**config.mk**
```make
export PLATFORM = sky130hd
export DESIGN_NAME = das_adc_dev_flat
export DESIGN_NICKNAME = d
export VERILOG_FILES = /design/src/pkg/das_pkg.sv /design/src/pkg/das_link_if.sv /design/src/hw/das_adc_dev.sv /design/src/flat_wrapper.sv
export SDC_FILE = /design/constraint.sdc
export NUM_CORES = 1
export LEC_CHECK = 0
export BUFFER_PORTS_ARGS = -buffer_cell sky130_fd_sc_hd__buf_2
export CAP_MARGIN = 10
export CORE_ASPECT_RATIO = 0.7
export CORE_MARGIN = 5
export CORE_UTILIZATION = 30
export DETAILED_ROUTE_END_ITERATION = 16
export PLACE_DENSITY = 0.57
export SLEW_MARGIN = 40
export SYNTH_ARGS = -nofsm -noshare
export SYNTH_HDL_FRONTEND = slang
export SYNTH_SLANG_ARGS = --single-unit
```
**constraint.sdc**
```tcl
create_clock -name clk -period 2.7 [get_ports clk]
set_input_delay 0.27 -clock clk [delete_from_list [all_inputs] [get_ports clk]]
set_output_delay 0.27 -clock clk [all_outputs]
set_load 0.02 [all_outputs]
```
**src/pkg/das_pkg.sv**
```systemverilog
// Shared constants and types for the diagnostic converter sequencer
package das_pkg;
  // Setup word field positions
  localparam int CMD_MSB = 10;
  localparam int CMD_LSB = 8;
  localparam int DATA_MSB = 7;
  localparam int DATA_LSB = 5;
  localparam int SEL_MSB = 4;
  localparam int SEL_LSB = 0;
  localparam int RES_W = 12;

  // Sequencer commands
  typedef enum logic [2:0] {
    DAS_CMD_SET_DEPTH = 3'h0,
    DAS_CMD_LOAD_SLOT = 3'h1,
    DAS_CMD_KEY_SEQ = 3'h2,
    DAS_CMD_AUTO_SEQ = 3'h3,
    DAS_CMD_SINGLE_NOW = 3'h4,
    DAS_CMD_SINGLE_KEY = 3'h5
  } das_cmd_t;

  // Kinds of frame that travel over the link
  typedef enum logic [1:0] {
    DAS_FRM_NOP = 2'h0,
    DAS_FRM_SETUP = 2'h1,
    DAS_FRM_KEY = 2'h2
  } das_frame_t;

  // Node codes of the input node selector
  localparam logic [4:0] NODE_MAIN_TEMP = 5'h00;
  localparam logic [4:0] NODE_CONV_TEMP = 5'h01;
  localparam logic [4:0] NODE_RSVD_A = 5'h02;
  localparam logic [4:0] NODE_RSVD_B = 5'h05;
  localparam logic [4:0] NODE_RSVD_C = 5'h06;
  localparam logic [4:0] NODE_RSVD_D = 5'h13;
  localparam logic [4:0] NODE_CONV_DIE = 5'h1e;
  localparam logic [4:0] NODE_REFERENCE_OUTPUT = 5'h1f;
  // Die node subselect codes
  localparam logic [1:0] DIE_GROUND = 2'h0;
  localparam logic [1:0] DIE_INTERNAL_ANALOG_SUPPLY = 2'h1;
  localparam logic [1:0] DIE_POSITIVE_MAIN_SUPPLY = 2'h2;
  localparam logic [1:0] DIE_NEGATIVE_MAIN_SUPPLY = 2'h3;

  localparam logic [15:0] KEY_CODE = 16'h1adc;
  localparam logic [2:0] DEPTH_RST = 3'h0;
  localparam logic [4:0] SLOT_RST = 5'h00;

  // Conversion time and its cycle count at the 4 ns clock
  localparam int CLK_PERIOD_PS = 4000;
  localparam int CONV_TIME_NS = 1000;
  localparam int CONV_CYCLES = (CONV_TIME_NS * 1000 + CLK_PERIOD_PS - 1) / CLK_PERIOD_PS;

  // Host register byte offsets
  localparam logic [4:0] OFS_SETUP = 5'h00;
  localparam logic [4:0] OFS_KEY = 5'h04;
  localparam logic [4:0] OFS_FRAME = 5'h08;
  localparam logic [4:0] OFS_CTRL = 5'h0c;
  localparam logic [4:0] OFS_STATUS = 5'h10;
  localparam logic [4:0] OFS_READBACK = 5'h14;
  localparam logic [2:0] CTRL_RST = 3'h0;
  localparam int CTRL_AUTOREAD = 0;
  localparam int CTRL_DIE_LSB = 1;
  localparam int ST_NODE_LSB = 12;
  localparam int ST_BUSY = 17;
  localparam int ST_KEY_SEQ = 18;
  localparam int ST_AUTO_SEQ = 19;
  localparam int ST_PTR_LSB = 20;
  localparam int RB_NEW = 17;

  // Codes that select no node
  function automatic logic das_reserved(input logic [4:0] sel);
    return (sel == NODE_RSVD_A) || (sel == NODE_RSVD_B) || (sel == NODE_RSVD_C) ||
      (sel == NODE_RSVD_D);
  endfunction : das_reserved
endpackage : das_pkg

```
**src/pkg/das_link_if.sv**
```systemverilog
// Link between the host controller and the converter sequencer
`timescale 1ns/1ps
interface das_link_if;
  logic frm_vld;
  das_pkg::das_frame_t frm_kind;
  logic [15:0] frm_data;
  logic [1:0] die_subsel;
  logic autoread_en;
  logic [11:0] res;
  logic [4:0] res_node;
  logic busy;
  logic key_seq_on;
  logic auto_seq_on;
  logic [2:0] seq_ptr;
  logic rb_vld;
  logic [16:0] rb_data;

  modport dev (
    input frm_vld, frm_kind, frm_data, die_subsel, autoread_en,
    output res, res_node, busy, key_seq_on, auto_seq_on, seq_ptr, rb_vld, rb_data
  );
  modport host (
    output frm_vld, frm_kind, frm_data, die_subsel, autoread_en,
    input res, res_node, busy, key_seq_on, auto_seq_on, seq_ptr, rb_vld, rb_data
  );
endinterface : das_link_if

```
**src/hw/das_adc_dev.sv**
```systemverilog
// Converter sequencer: setup decode, slots, modes and conversion timing
// How it works
// - Converts 12-bit result of the selected node
// - Setup word holds command, data, selector
// - Fixed node codes; four codes reserved
// - Node 11110 uses 2-bit die subselect
// - Up to eight slots, each a selector
// - Host loads as many slots as depth
// - Bad load keeps active slot, zeros others up to depth
// - Automatic mode converts on every frame; the design skips setup frames with command 010, 011 or 100
// - Command 010 enables key sequencing
// - Completion posts result, advances sequence pointer
// - Autoread shifts latest result each frame; the design does it only while a sequencing mode is on
// - Four conversion modes exist
// - The two sequencing modes exclude each other
// - Sequence runs 0 to N-1, wraps
// - Host sets depth and slots first
// - Re-enabling restarts at first slot
// - Host sets die subselect before sequencing
// - Several die nodes need key sequencing
// - Command codes 000 to 101 decoded
// - Depth code 000 means one slot
// - Conversion commands ignored while busy
// - Single immediate conversion stops automatic sequence
//
// The implementer's own choices: register access over Avalon-MM and the register addresses.
`timescale 1ns/1ps
module das_adc_dev #(
  parameter int CONV_CYCLES = das_pkg::CONV_CYCLES
) (
  input logic clk,
  input logic reset_n,
  input logic clk_en,
  das_link_if.dev link,
  output logic [4:0] mux_node,
  output logic [1:0] die_node,
  output logic conv_start,
  input logic [11:0] adc_code
);
  typedef enum logic [1:0] {
    DAS_IDLE = 2'b00,
    DAS_CONV = 2'b01,
    DAS_POST = 2'b11
  } das_state_t;

  ////////////////////////////////////////////////////////////////////////////////
  // Elaboration checks
  if (CONV_CYCLES < 1 || CONV_CYCLES > 4095) begin : g_bad_cycles
    $error("CONV_CYCLES must lie in 1..4095");
  end

  das_state_t state_reg;
  logic [11:0] cnt_reg;
  logic busy_reg;
  logic conv_seq_reg;
  logic [4:0] conv_node_reg;
  logic [1:0] die_node_reg;
  logic conv_start_reg;
  logic [2:0] depth_reg;
  logic [4:0] slot_reg [8];
  logic [4:0] key_sel_reg;
  logic key_armed_reg;
  logic key_seq_reg;
  logic auto_seq_reg;
  logic [2:0] ptr_reg;
  logic [11:0] result_reg;
  logic [4:0] res_node_reg;
  logic rb_vld_reg;
  logic [16:0] rb_data_reg;

  ////////////////////////////////////////////////////////////////////////////////
  // Frame decode
  logic [2:0] cmd;
  logic [2:0] dat;
  logic [4:0] sel;
  logic setup_wr;
  logic key_hit;
  logic mode_wr;
  logic load_ok;
  logic start_now;
  logic start_key_seq;
  logic start_key_one;
  logic start_auto;
  logic start_any;
  logic start_seq;
  logic [4:0] start_node;

  // Field split of the setup word
  assign cmd = link.frm_data[das_pkg::CMD_MSB:das_pkg::CMD_LSB];
  assign dat = link.frm_data[das_pkg::DATA_MSB:das_pkg::DATA_LSB];
  assign sel = link.frm_data[das_pkg::SEL_MSB:das_pkg::SEL_LSB];
  assign setup_wr = link.frm_vld && (link.frm_kind == das_pkg::DAS_FRM_SETUP);
  assign key_hit = link.frm_vld && (link.frm_kind == das_pkg::DAS_FRM_KEY) &&
    (link.frm_data == das_pkg::KEY_CODE);
  // Mode commands do not themselves count as the trigger frame
  assign mode_wr = setup_wr && (cmd == das_pkg::DAS_CMD_KEY_SEQ ||
    cmd == das_pkg::DAS_CMD_AUTO_SEQ || cmd == das_pkg::DAS_CMD_SINGLE_NOW);
  // A slot beyond the depth or a reserved code is a bad load
  assign load_ok = (dat <= depth_reg) && !das_pkg::das_reserved(sel);

  // Conversion triggers, all dropped while busy
  assign start_now = setup_wr && (cmd == das_pkg::DAS_CMD_SINGLE_NOW) && !busy_reg;
  assign start_key_seq = key_hit && key_seq_reg && !busy_reg;
  assign start_key_one = key_hit && !key_seq_reg && key_armed_reg && !busy_reg;
  assign start_auto = link.frm_vld && auto_seq_reg && !mode_wr && !busy_reg;
  assign start_seq = start_key_seq || start_auto;
  assign start_any = start_now || start_key_one || start_seq;

  // Node chosen for the conversion being started
  always_comb begin
    if (start_now) begin
      start_node = sel;
    end else if (start_key_one) begin
      start_node = key_sel_reg;
    end else begin
      start_node = slot_reg[ptr_reg];
    end
  end

  ////////////////////////////////////////////////////////////////////////////////
  // Depth and single key selection
  always_ff @(posedge clk or negedge reset_n) begin
    if (!reset_n) begin
      depth_reg <= das_pkg::DEPTH_RST;
      key_sel_reg <= das_pkg::SLOT_RST;
      key_armed_reg <= 1'b0;
    end else if (clk_en) begin
      if (setup_wr && cmd == das_pkg::DAS_CMD_SET_DEPTH) begin
        depth_reg <= dat;
      end
      if (setup_wr && cmd == das_pkg::DAS_CMD_SINGLE_KEY && !busy_reg) begin
        key_sel_reg <= sel;
        key_armed_reg <= 1'b1;
      end else if (start_key_one) begin
        key_armed_reg <= 1'b0; // One key conversion per setup
      end
    end
  end

  // Sequencer slots, one register per entry
  for (genvar i = 0; i < 8; i++) begin : g_slot
    always_ff @(posedge clk or negedge reset_n) begin
      if (!reset_n) begin
        slot_reg[i] <= das_pkg::SLOT_RST;
      end else if (clk_en && setup_wr && cmd == das_pkg::DAS_CMD_LOAD_SLOT) begin
        if (load_ok) begin
          if (dat == 3'(i)) begin
            slot_reg[i] <= sel;
          end
        end else if (3'(i) <= depth_reg && 3'(i) != ptr_reg) begin
          slot_reg[i] <= das_pkg::SLOT_RST;
        end
      end
    end
  end

  ////////////////////////////////////////////////////////////////////////////////
  // Sequencing modes
  always_ff @(posedge clk or negedge reset_n) begin
    if (!reset_n) begin
      key_seq_reg <= 1'b0;
      auto_seq_reg <= 1'b0;
    end else if (clk_en && setup_wr) begin
      if (cmd == das_pkg::DAS_CMD_KEY_SEQ) begin
        key_seq_reg <= dat[0];
        if (dat[0]) begin
          auto_seq_reg <= 1'b0;
        end
      end else if (cmd == das_pkg::DAS_CMD_AUTO_SEQ) begin
        auto_seq_reg <= dat[0];
        if (dat[0]) begin
          key_seq_reg <= 1'b0;
        end
      end else if (start_now) begin
        auto_seq_reg <= 1'b0;
      end
    end
  end

  // Sequence pointer; a depth setup or a mode enable beats an advance in the same cycle
  always_ff @(posedge clk or negedge reset_n) begin
    if (!reset_n) begin
      ptr_reg <= 3'h0;
    end else if (clk_en) begin
      if (setup_wr && (cmd == das_pkg::DAS_CMD_SET_DEPTH ||
          ((cmd == das_pkg::DAS_CMD_KEY_SEQ || cmd == das_pkg::DAS_CMD_AUTO_SEQ) && dat[0]))) begin
        ptr_reg <= 3'h0;
      end else if (state_reg == DAS_POST && conv_seq_reg && (key_seq_reg || auto_seq_reg)) begin
        ptr_reg <= (ptr_reg == depth_reg) ? 3'h0 : ptr_reg + 3'h1;
      end
    end
  end

  ////////////////////////////////////////////////////////////////////////////////
  // Conversion timing
  always_ff @(posedge clk or negedge reset_n) begin
    if (!reset_n) begin
      state_reg <= DAS_IDLE;
      cnt_reg <= 12'h000;
      busy_reg <= 1'b0;
      conv_seq_reg <= 1'b0;
      conv_node_reg <= das_pkg::SLOT_RST;
      die_node_reg <= das_pkg::DIE_GROUND;
      conv_start_reg <= 1'b0;
    end else if (clk_en) begin
      conv_start_reg <= 1'b0;
      unique case (state_reg)
        DAS_IDLE: begin
          if (start_any) begin
            state_reg <= DAS_CONV;
            cnt_reg <= 12'(CONV_CYCLES - 1);
            busy_reg <= 1'b1;
            conv_seq_reg <= start_seq;
            conv_node_reg <= start_node;
            conv_start_reg <= 1'b1;
            if (start_node == das_pkg::NODE_CONV_DIE) begin
              die_node_reg <= link.die_subsel;
            end
          end
        end
        DAS_CONV: begin
          if (cnt_reg == 12'h000) begin
            state_reg <= DAS_POST;
          end else begin
            cnt_reg <= cnt_reg - 12'h001;
          end
        end
        DAS_POST: begin
          state_reg <= DAS_IDLE;
          busy_reg <= 1'b0;
        end
      endcase
    end
  end

  // Result posting; reserved nodes read as zero
  always_ff @(posedge clk or negedge reset_n) begin
    if (!reset_n) begin
      result_reg <= 12'h000;
      res_node_reg <= das_pkg::SLOT_RST;
    end else if (clk_en && state_reg == DAS_POST) begin
      result_reg <= das_pkg::das_reserved(conv_node_reg) ? 12'h000 : adc_code;
      res_node_reg <= conv_node_reg;
    end
  end

  // Readback of the last completed result on each frame
  always_ff @(posedge clk or negedge reset_n) begin
    if (!reset_n) begin
      rb_vld_reg <= 1'b0;
      rb_data_reg <= 17'h00000;
    end else if (clk_en) begin
      rb_vld_reg <= link.frm_vld && link.autoread_en && (key_seq_reg || auto_seq_reg);
      if (link.frm_vld) begin
        rb_data_reg <= {res_node_reg, result_reg};
      end
    end
  end

  ////////////////////////////////////////////////////////////////////////////////
  // Outputs, all from flops
  assign mux_node = conv_node_reg;
  assign die_node = die_node_reg;
  assign conv_start = conv_start_reg;
  assign link.res = result_reg;
  assign link.res_node = res_node_reg;
  assign link.busy = busy_reg;
  assign link.key_seq_on = key_seq_reg;
  assign link.auto_seq_on = auto_seq_reg;
  assign link.seq_ptr = ptr_reg;
  assign link.rb_vld = rb_vld_reg;
  assign link.rb_data = rb_data_reg;
endmodule : das_adc_dev

```
**src/flat_wrapper.sv**
```systemverilog
// flat-port wrapper written by rule: the top's interface ports become plain ports
module das_adc_dev_flat 
#(
  parameter int CONV_CYCLES = das_pkg::CONV_CYCLES
)
  (clk, reset_n, clk_en, mux_node, die_node, conv_start, adc_code, link_frm_vld, link_frm_kind, link_frm_data, link_die_subsel, link_autoread_en, link_res, link_res_node, link_busy, link_key_seq_on, link_auto_seq_on, link_seq_ptr, link_rb_vld, link_rb_data);
  das_link_if link_i ();
  input logic clk;
  input logic reset_n;
  input logic clk_en;
  output logic [4:0] mux_node;
  output logic [1:0] die_node;
  output logic conv_start;
  input logic [11:0] adc_code;
  input wire logic [$bits(link_i.frm_vld)-1:0] link_frm_vld;
  input wire logic [$bits(link_i.frm_kind)-1:0] link_frm_kind;
  input wire logic [$bits(link_i.frm_data)-1:0] link_frm_data;
  input wire logic [$bits(link_i.die_subsel)-1:0] link_die_subsel;
  input wire logic [$bits(link_i.autoread_en)-1:0] link_autoread_en;
  output wire logic [$bits(link_i.res)-1:0] link_res;
  output wire logic [$bits(link_i.res_node)-1:0] link_res_node;
  output wire logic [$bits(link_i.busy)-1:0] link_busy;
  output wire logic [$bits(link_i.key_seq_on)-1:0] link_key_seq_on;
  output wire logic [$bits(link_i.auto_seq_on)-1:0] link_auto_seq_on;
  output wire logic [$bits(link_i.seq_ptr)-1:0] link_seq_ptr;
  output wire logic [$bits(link_i.rb_vld)-1:0] link_rb_vld;
  output wire logic [$bits(link_i.rb_data)-1:0] link_rb_data;
  assign link_i.frm_vld = link_frm_vld;
  assign link_i.frm_kind = link_frm_kind;
  assign link_i.frm_data = link_frm_data;
  assign link_i.die_subsel = link_die_subsel;
  assign link_i.autoread_en = link_autoread_en;
  assign link_res = link_i.res;
  assign link_res_node = link_i.res_node;
  assign link_busy = link_i.busy;
  assign link_key_seq_on = link_i.key_seq_on;
  assign link_auto_seq_on = link_i.auto_seq_on;
  assign link_seq_ptr = link_i.seq_ptr;
  assign link_rb_vld = link_i.rb_vld;
  assign link_rb_data = link_i.rb_data;
  das_adc_dev #(.CONV_CYCLES(CONV_CYCLES)) u_core (.clk(clk), .reset_n(reset_n), .clk_en(clk_en), .link(link_i), .mux_node(mux_node), .die_node(die_node), .conv_start(conv_start), .adc_code(adc_code));
endmodule
```
# == After elaboration in Yosys (flattened, before gate mapping) ==
# Cells that the tools add are included.
# classes
n_addsub,2
order_cmp,10
eq_ne,46
muxes,51
bitwise_logic,1
reduce_logical,92
# op_table
cell,count
5-bit two-way mux,28
3-bit AND reduction,13
12-bit two-way mux,3
1-bit logical AND,35
2-bit nonzero test,14
12-bit case mux with 2 select lines,1
5-bit by 3-bit equality test with 1-bit output (second input constant),4
2-bit inequality test (second input constant),10
3-bit equality test (second input constant),6
16-bit by 13-bit equality test with 1-bit output (second input constant),1
5-bit binary-select mux with 3-bit select,1
5-bit equality test (second input constant),3
1-bit logical OR,13
3-bit by 2-bit equality test with 1-bit output (second input constant),4
3-bit <= comparator (first input constant),4
12-bit zero test,1
3-bit inequality test (first input constant),4
12-bit by 1-bit subtractor with 12-bit output (second input constant),1
1-bit two-way mux,11
5-bit by 2-bit equality test with 1-bit output (second input constant),2
2-bit AND reduction,5
3-bit two-way mux,3
4-bit AND reduction,2
3-bit by 1-bit equality test with 1-bit output (second input constant),2
19 further kinds,31
# word_totals
regBits,113
output_inout_bits,49
wordCells,227

# == Longest topological paths before layout ==
# depth
ltp_word,11
mapped_depth,11
depth_no_buf,9

# == Worst setup path after synthesis ==
# OpenSTA, ideal clock, no wires.
# synth_timing
path_kind,register to register
start,"register u_core.ptr_reg[0], in the netlist u_core.link.seq_ptr[0]"
end,"register u_core.die_node_reg[0], in the netlist u_core.die_node[0]"
setup_time_ns,0.125
arrival_ns,2.418
required_time_ns,2.575
slack_ns,0.157
path_stages_with_launch,10
path_buffers,2
synth_period_minus_slack_ns,2.543
cell_sequence,dfrtp_1 > buf_2 > buf_4 > mux4_2 > mux2i_1 > o21ai_0 > o211a_1 > a21oi_1 > and4bb_2 > mux2_2
# synth_via
elab_chain_cells,8
# synth_lines
element,line,rtl
from (decl),das_adc_dev.sv:65,logic [2:0] ptr_reg;
from (signal assigned),das_adc_dev.sv:189,ptr_reg <= (ptr_reg == depth_reg) ? 3'h0 : ptr_reg + 3'h1;
3-bit inverter with 4-bit output (implied by the code),das_adc_dev.sv:116,start_node = slot_reg[ptr_reg];
5-bit binary-select mux with 3-bit select,das_adc_dev.sv:116,
5-bit two-way mux (implied by the code) (2 in series),das_adc_dev.sv:116,
5-bit two-way mux,das_adc_dev.sv:113,end else if (start_key_one) begin
5-bit two-way mux,das_adc_dev.sv:111,if (start_now) begin
5-bit equality test,das_adc_dev.sv:216,if (start_node == das_pkg::NODE_CONV_DIE) begin
4-bit AND reduction (no line),n/a,
to (signal assigned),das_adc_dev.sv:203,die_node_reg <= das_pkg::DIE_GROUND;
to (signal assigned),das_adc_dev.sv:217,die_node_reg <= link.die_subsel;
to (decl),das_adc_dev.sv:57,logic [1:0] die_node_reg;
# No other way between the ends. The select of a mux whose other input is x is not followed.
# A chain may end at the register's enable or synchronous reset.

# == Worst setup path after layout ==
# layout_timing
start,register u_core.cnt_reg[0]
end,register u_core.cnt_reg[2]
# layout_via
elab_chain_cells,3
# layout_lines
element,line,rtl
from (decl),das_adc_dev.sv:53,logic [11:0] cnt_reg;
from (signal assigned),das_adc_dev.sv:211,cnt_reg <= 12'(CONV_CYCLES - 1);
from (signal assigned),das_adc_dev.sv:225,cnt_reg <= cnt_reg - 12'h001;
12-bit by 1-bit subtractor with 12-bit output or 12-bit zero test (tied branches),"das_adc_dev.sv:225, das_adc_dev.sv:222",
12-bit two-way mux or 2-bit inequality test (tied branches),n/a,
12-bit case mux with 2 select lines or 4-bit AND reduction (tied branches),n/a,
# Several ways; a longest one is shown, not always the timed one. The select of a mux whose other input is x is not followed.

==> out/results.txt <==
CP Max Fanout -> 11
Worst slew margin -> 55.6%
final hold viol count -> 0
vias in the first global route -> 4,645
number of placed instances with taps included -> 829
worst-skew pair later-pin latency -> 400 ps
area of the multi-input gates -> 0.00263 mm2
Tot Pwr -> 6.26 mW
core area -> 0.0187 mm2
Tcrit/Tclk final -> 95.4%
# clock sinks -> 113
post-synthesis cell type count -> 66
ranking of synthesized cells by area -> dfrtp_1 (50%), mux2_2 (6.2%), a22o_1 (4.3%), mux4_2 (4.0%), nand2_1 (3.3%)
Final #Nets -> 656
arrival time worst endpoint -> 2860 ps
fillers -> 1,794
RSZ-0062 raised after global routing -> yes
Synth top area share -> 50.2%
FP Rows -> 42
Layout Utilization -> 38.4%
fin crit period -> 2580 ps
Tot GR Track Use -> 14.9%
NetSw -> 1.93 mW
Synth Instances -> 500
Crit. End Element -> register
Iter 0 DRT Violations -> 320
Die Y -> 125 um
type of origin of the critical path -> register
Post-Synth Simple-Gate Area -> 14.1%
Starting Density -> 30.1%
Ports -> 86
leading area contributor after synthesis -> dfrtp_1
clk buf depth -> 2
pre-CTS WS -> 47.9 ps
Comb power frac -> 25.0%
HPWL after DPL -> 11,600 um
Area growth syn-to-layout -> 27.5%
cell area after placement -> 0.00650 mm2
Netlist Area Pre-Place -> 0.00564 mm2
vias -> 4,513
cell internal pwr -> 4.32 mW
Setup CP Type -> reg -> reg
CP required -> 2980 ps
post-route ant nets -> 0
Reg area -> 0.00283 mm2
Setup Skew -> 6.37 ps
number of synthesized flops with an enable pin -> 0
Synth Area in XOR/XNOR -> 1.40%
Reg power frac -> 35.9%
first-pass GRT wire length -> 25,800 um
Max Transition Viols Final -> 0
Via-to-Cell Ratio -> 5.22
syn nets -> 547
yosys warns -> 0
Pleak -> 3.50 nW
Hold WS -> 85.7 ps
# diodes -> 0
CTS tree -> yes
Final Wtd Congestion -> 0.902
initial antenna violation count -> 0
critical-path cell list -> inv_1 -> ha_1 -> or3b_2 -> nor4_2 -> nor4b_4 -> a311oi_4 -> buf_4 -> nand2_1 -> xor2_1 -> nor2_1
register area share after synthesis -> 50.2%
#FFs+latches synth -> 113
adder-cell area share of the yosys netlist -> 2.22%
f_max -> 388 MHz
part of the power in the clock network -> 39.1%
total CTS buffers -> 17
main combinational cell family by area after synthesis -> compound AO/OA/AOI/OAI gates
htree depth -> 4
die width -> 174 um
drt wl/cell -> 18.1 um
mux cell area share after synthesis -> 12.1%
clk root buf -> clkbuf_16
Synth Flop Type -> dfrtp_1
routed wire length -> 15,700 um
# DRC -> 0
worst hold path class -> in -> reg
final setup fails -> 0
Crit-path slowest cell -> or3b_2
cell area after layout -> 0.00719 mm2
Fin Setup TNS -> 0 ps
maximum VDD drop -> 0.327 mV
number of non-filler instances in the completed layout -> 864
number of detailed-route iterations in the first pass -> 5
Post-synth ARST share -> 100%
Critical Path Max Stage Delay -> 490 ps
# port buffers -> 85
Worst-Margin Slew -> 666 ps
Clock Pin Slew Worst Setup and Hold Paths -> 50 ps
maxcap violations -> 0
share of layout cells above drive strength 1 -> 33.9%
GRT overflow -> 0
largest net degree at the start of global routing -> 52
Synth Area in Compound Gates -> 16.5%
final worst slack -> 125 ps
pwr dens -> 871 mW/mm2
Syn Area/Cell -> 11.3 um2
number of flip-flops in the largest register -> 40
die area -> 0.0217 mm2
outcome -> finished, final reports clean
switching share of power -> 30.9%
## path summary, 6_finish.rpt
kind                                                  from                                   to  slack, ps  depth (start not counted)
max in group asynchronous                          reset_n        u_core.cnt_reg[3]$_DFFE_PN0P_       1480                          3
min                                            adc_code[0]       u_core.link.res[0]$_DFFE_PN0P_         90                          2
max                          u_core.cnt_reg[0]$_DFFE_PN0P_        u_core.cnt_reg[2]$_DFFE_PN0P_        120                         10
min reg2reg                u_core.slot_reg[13]$_DFFE_PN0P_      u_core.slot_reg[13]$_DFFE_PN0P_        480                          1
min in group asynchronous                          reset_n  u_core.link.res_node[0]$_DFFE_PN0P_        450                          2
max reg2reg                  u_core.cnt_reg[0]$_DFFE_PN0P_        u_core.cnt_reg[2]$_DFFE_PN0P_        120                         10
## placed cells by master (no fill, tap or decap), types with 4 or more instances in the layout
cell type	netlist	routed
buf_4	1	32
a31oi_1	4	4
xnor2_1	4	4
clkbuf_16	0	17
nand2_1	49	49
clkbuf_8	0	5
o21ai_0	33	32
bufinv_16	0	4
a32o_1	16	16
a22oi_1	5	5
dfrtp_1	113	113
mux4_2	10	10
ha_1	10	10
a21oi_1	16	16
nor3_1	11	11
buf_2	5	84
nor2_1	25	25
a22o_1	28	28
xor2_1	5	5
o211ai_1	4	4
mux2i_1	11	11
nor2b_1	7	7
inv_1	18	18
mux2_2	31	31
nand3_1	8	8
nor3b_1	4	4
## power by group through the flow
stage                     clock network [mW]  registers, mW  logic, mW
after floorplan                            0           2.39      0.831
after global placement                     0           2.25       1.52
after detailed placement                   0           2.26       1.56
after CTS                               2.50           2.24       1.57
after global routing                    2.59           2.29       1.73
final                                   2.44           2.24       1.57
## area by class of cell
type                    count  share of cell area [%]
inverters                  18                   0.940
well taps                 242                    4.21
clock inverters             9                    2.11
flip-flops and latches    113                    39.4
clock buffers              23                    6.93
multi-input cells         340                    36.6
repair buffers            119                    9.89
## cell usage after synthesis (10+ instances only)
master	count
nand2_1	49
mux4_2	10
mux2i_1	11
clkbuf_1	19
nor3_1	11
a22o_1	28
inv_1	18
dfrtp_1	113
mux2_2	31
o21ai_0	33
a21oi_1	16
ha_1	10
nor2_1	25
a32o_1	16
## routing by layer
metal,vias to the layer above,wire [um],GRT usage (%)
li1,2070,-,-
met1,2286,7470,21.1
met2,142,7090,22.5
met3,15,908,3.79
met4,0,210,4.19
met5,-,0,0
## critical path, delay by kind of cell, from the launching register on
family          cells  cell delay (ps)
xor+xnor            1              150
flops               1              410
simple gates        5             1280
compound gates      1              120
buf+inv             2              320
fa+ha+maj           1              180
## timing repair
action                                 in CTS  in global routing
setup endpoints to repair                   0                 16
buffers inserted                            0                  2
hold buffers                                1                  0
endpoints found under the hold margin      48                  0
resized for setup                           0                  3
## cell families after synthesis
kind of cell               after synthesis
xor gates and xnor gates                 9
adders and majority gates               10
muxes                                   52
DFF                                    113
buffers and inverters                   47
AOI/OAI and AO/OA                      125
and+or+nand+nor                        144
(Power assumes the default switching activity.)
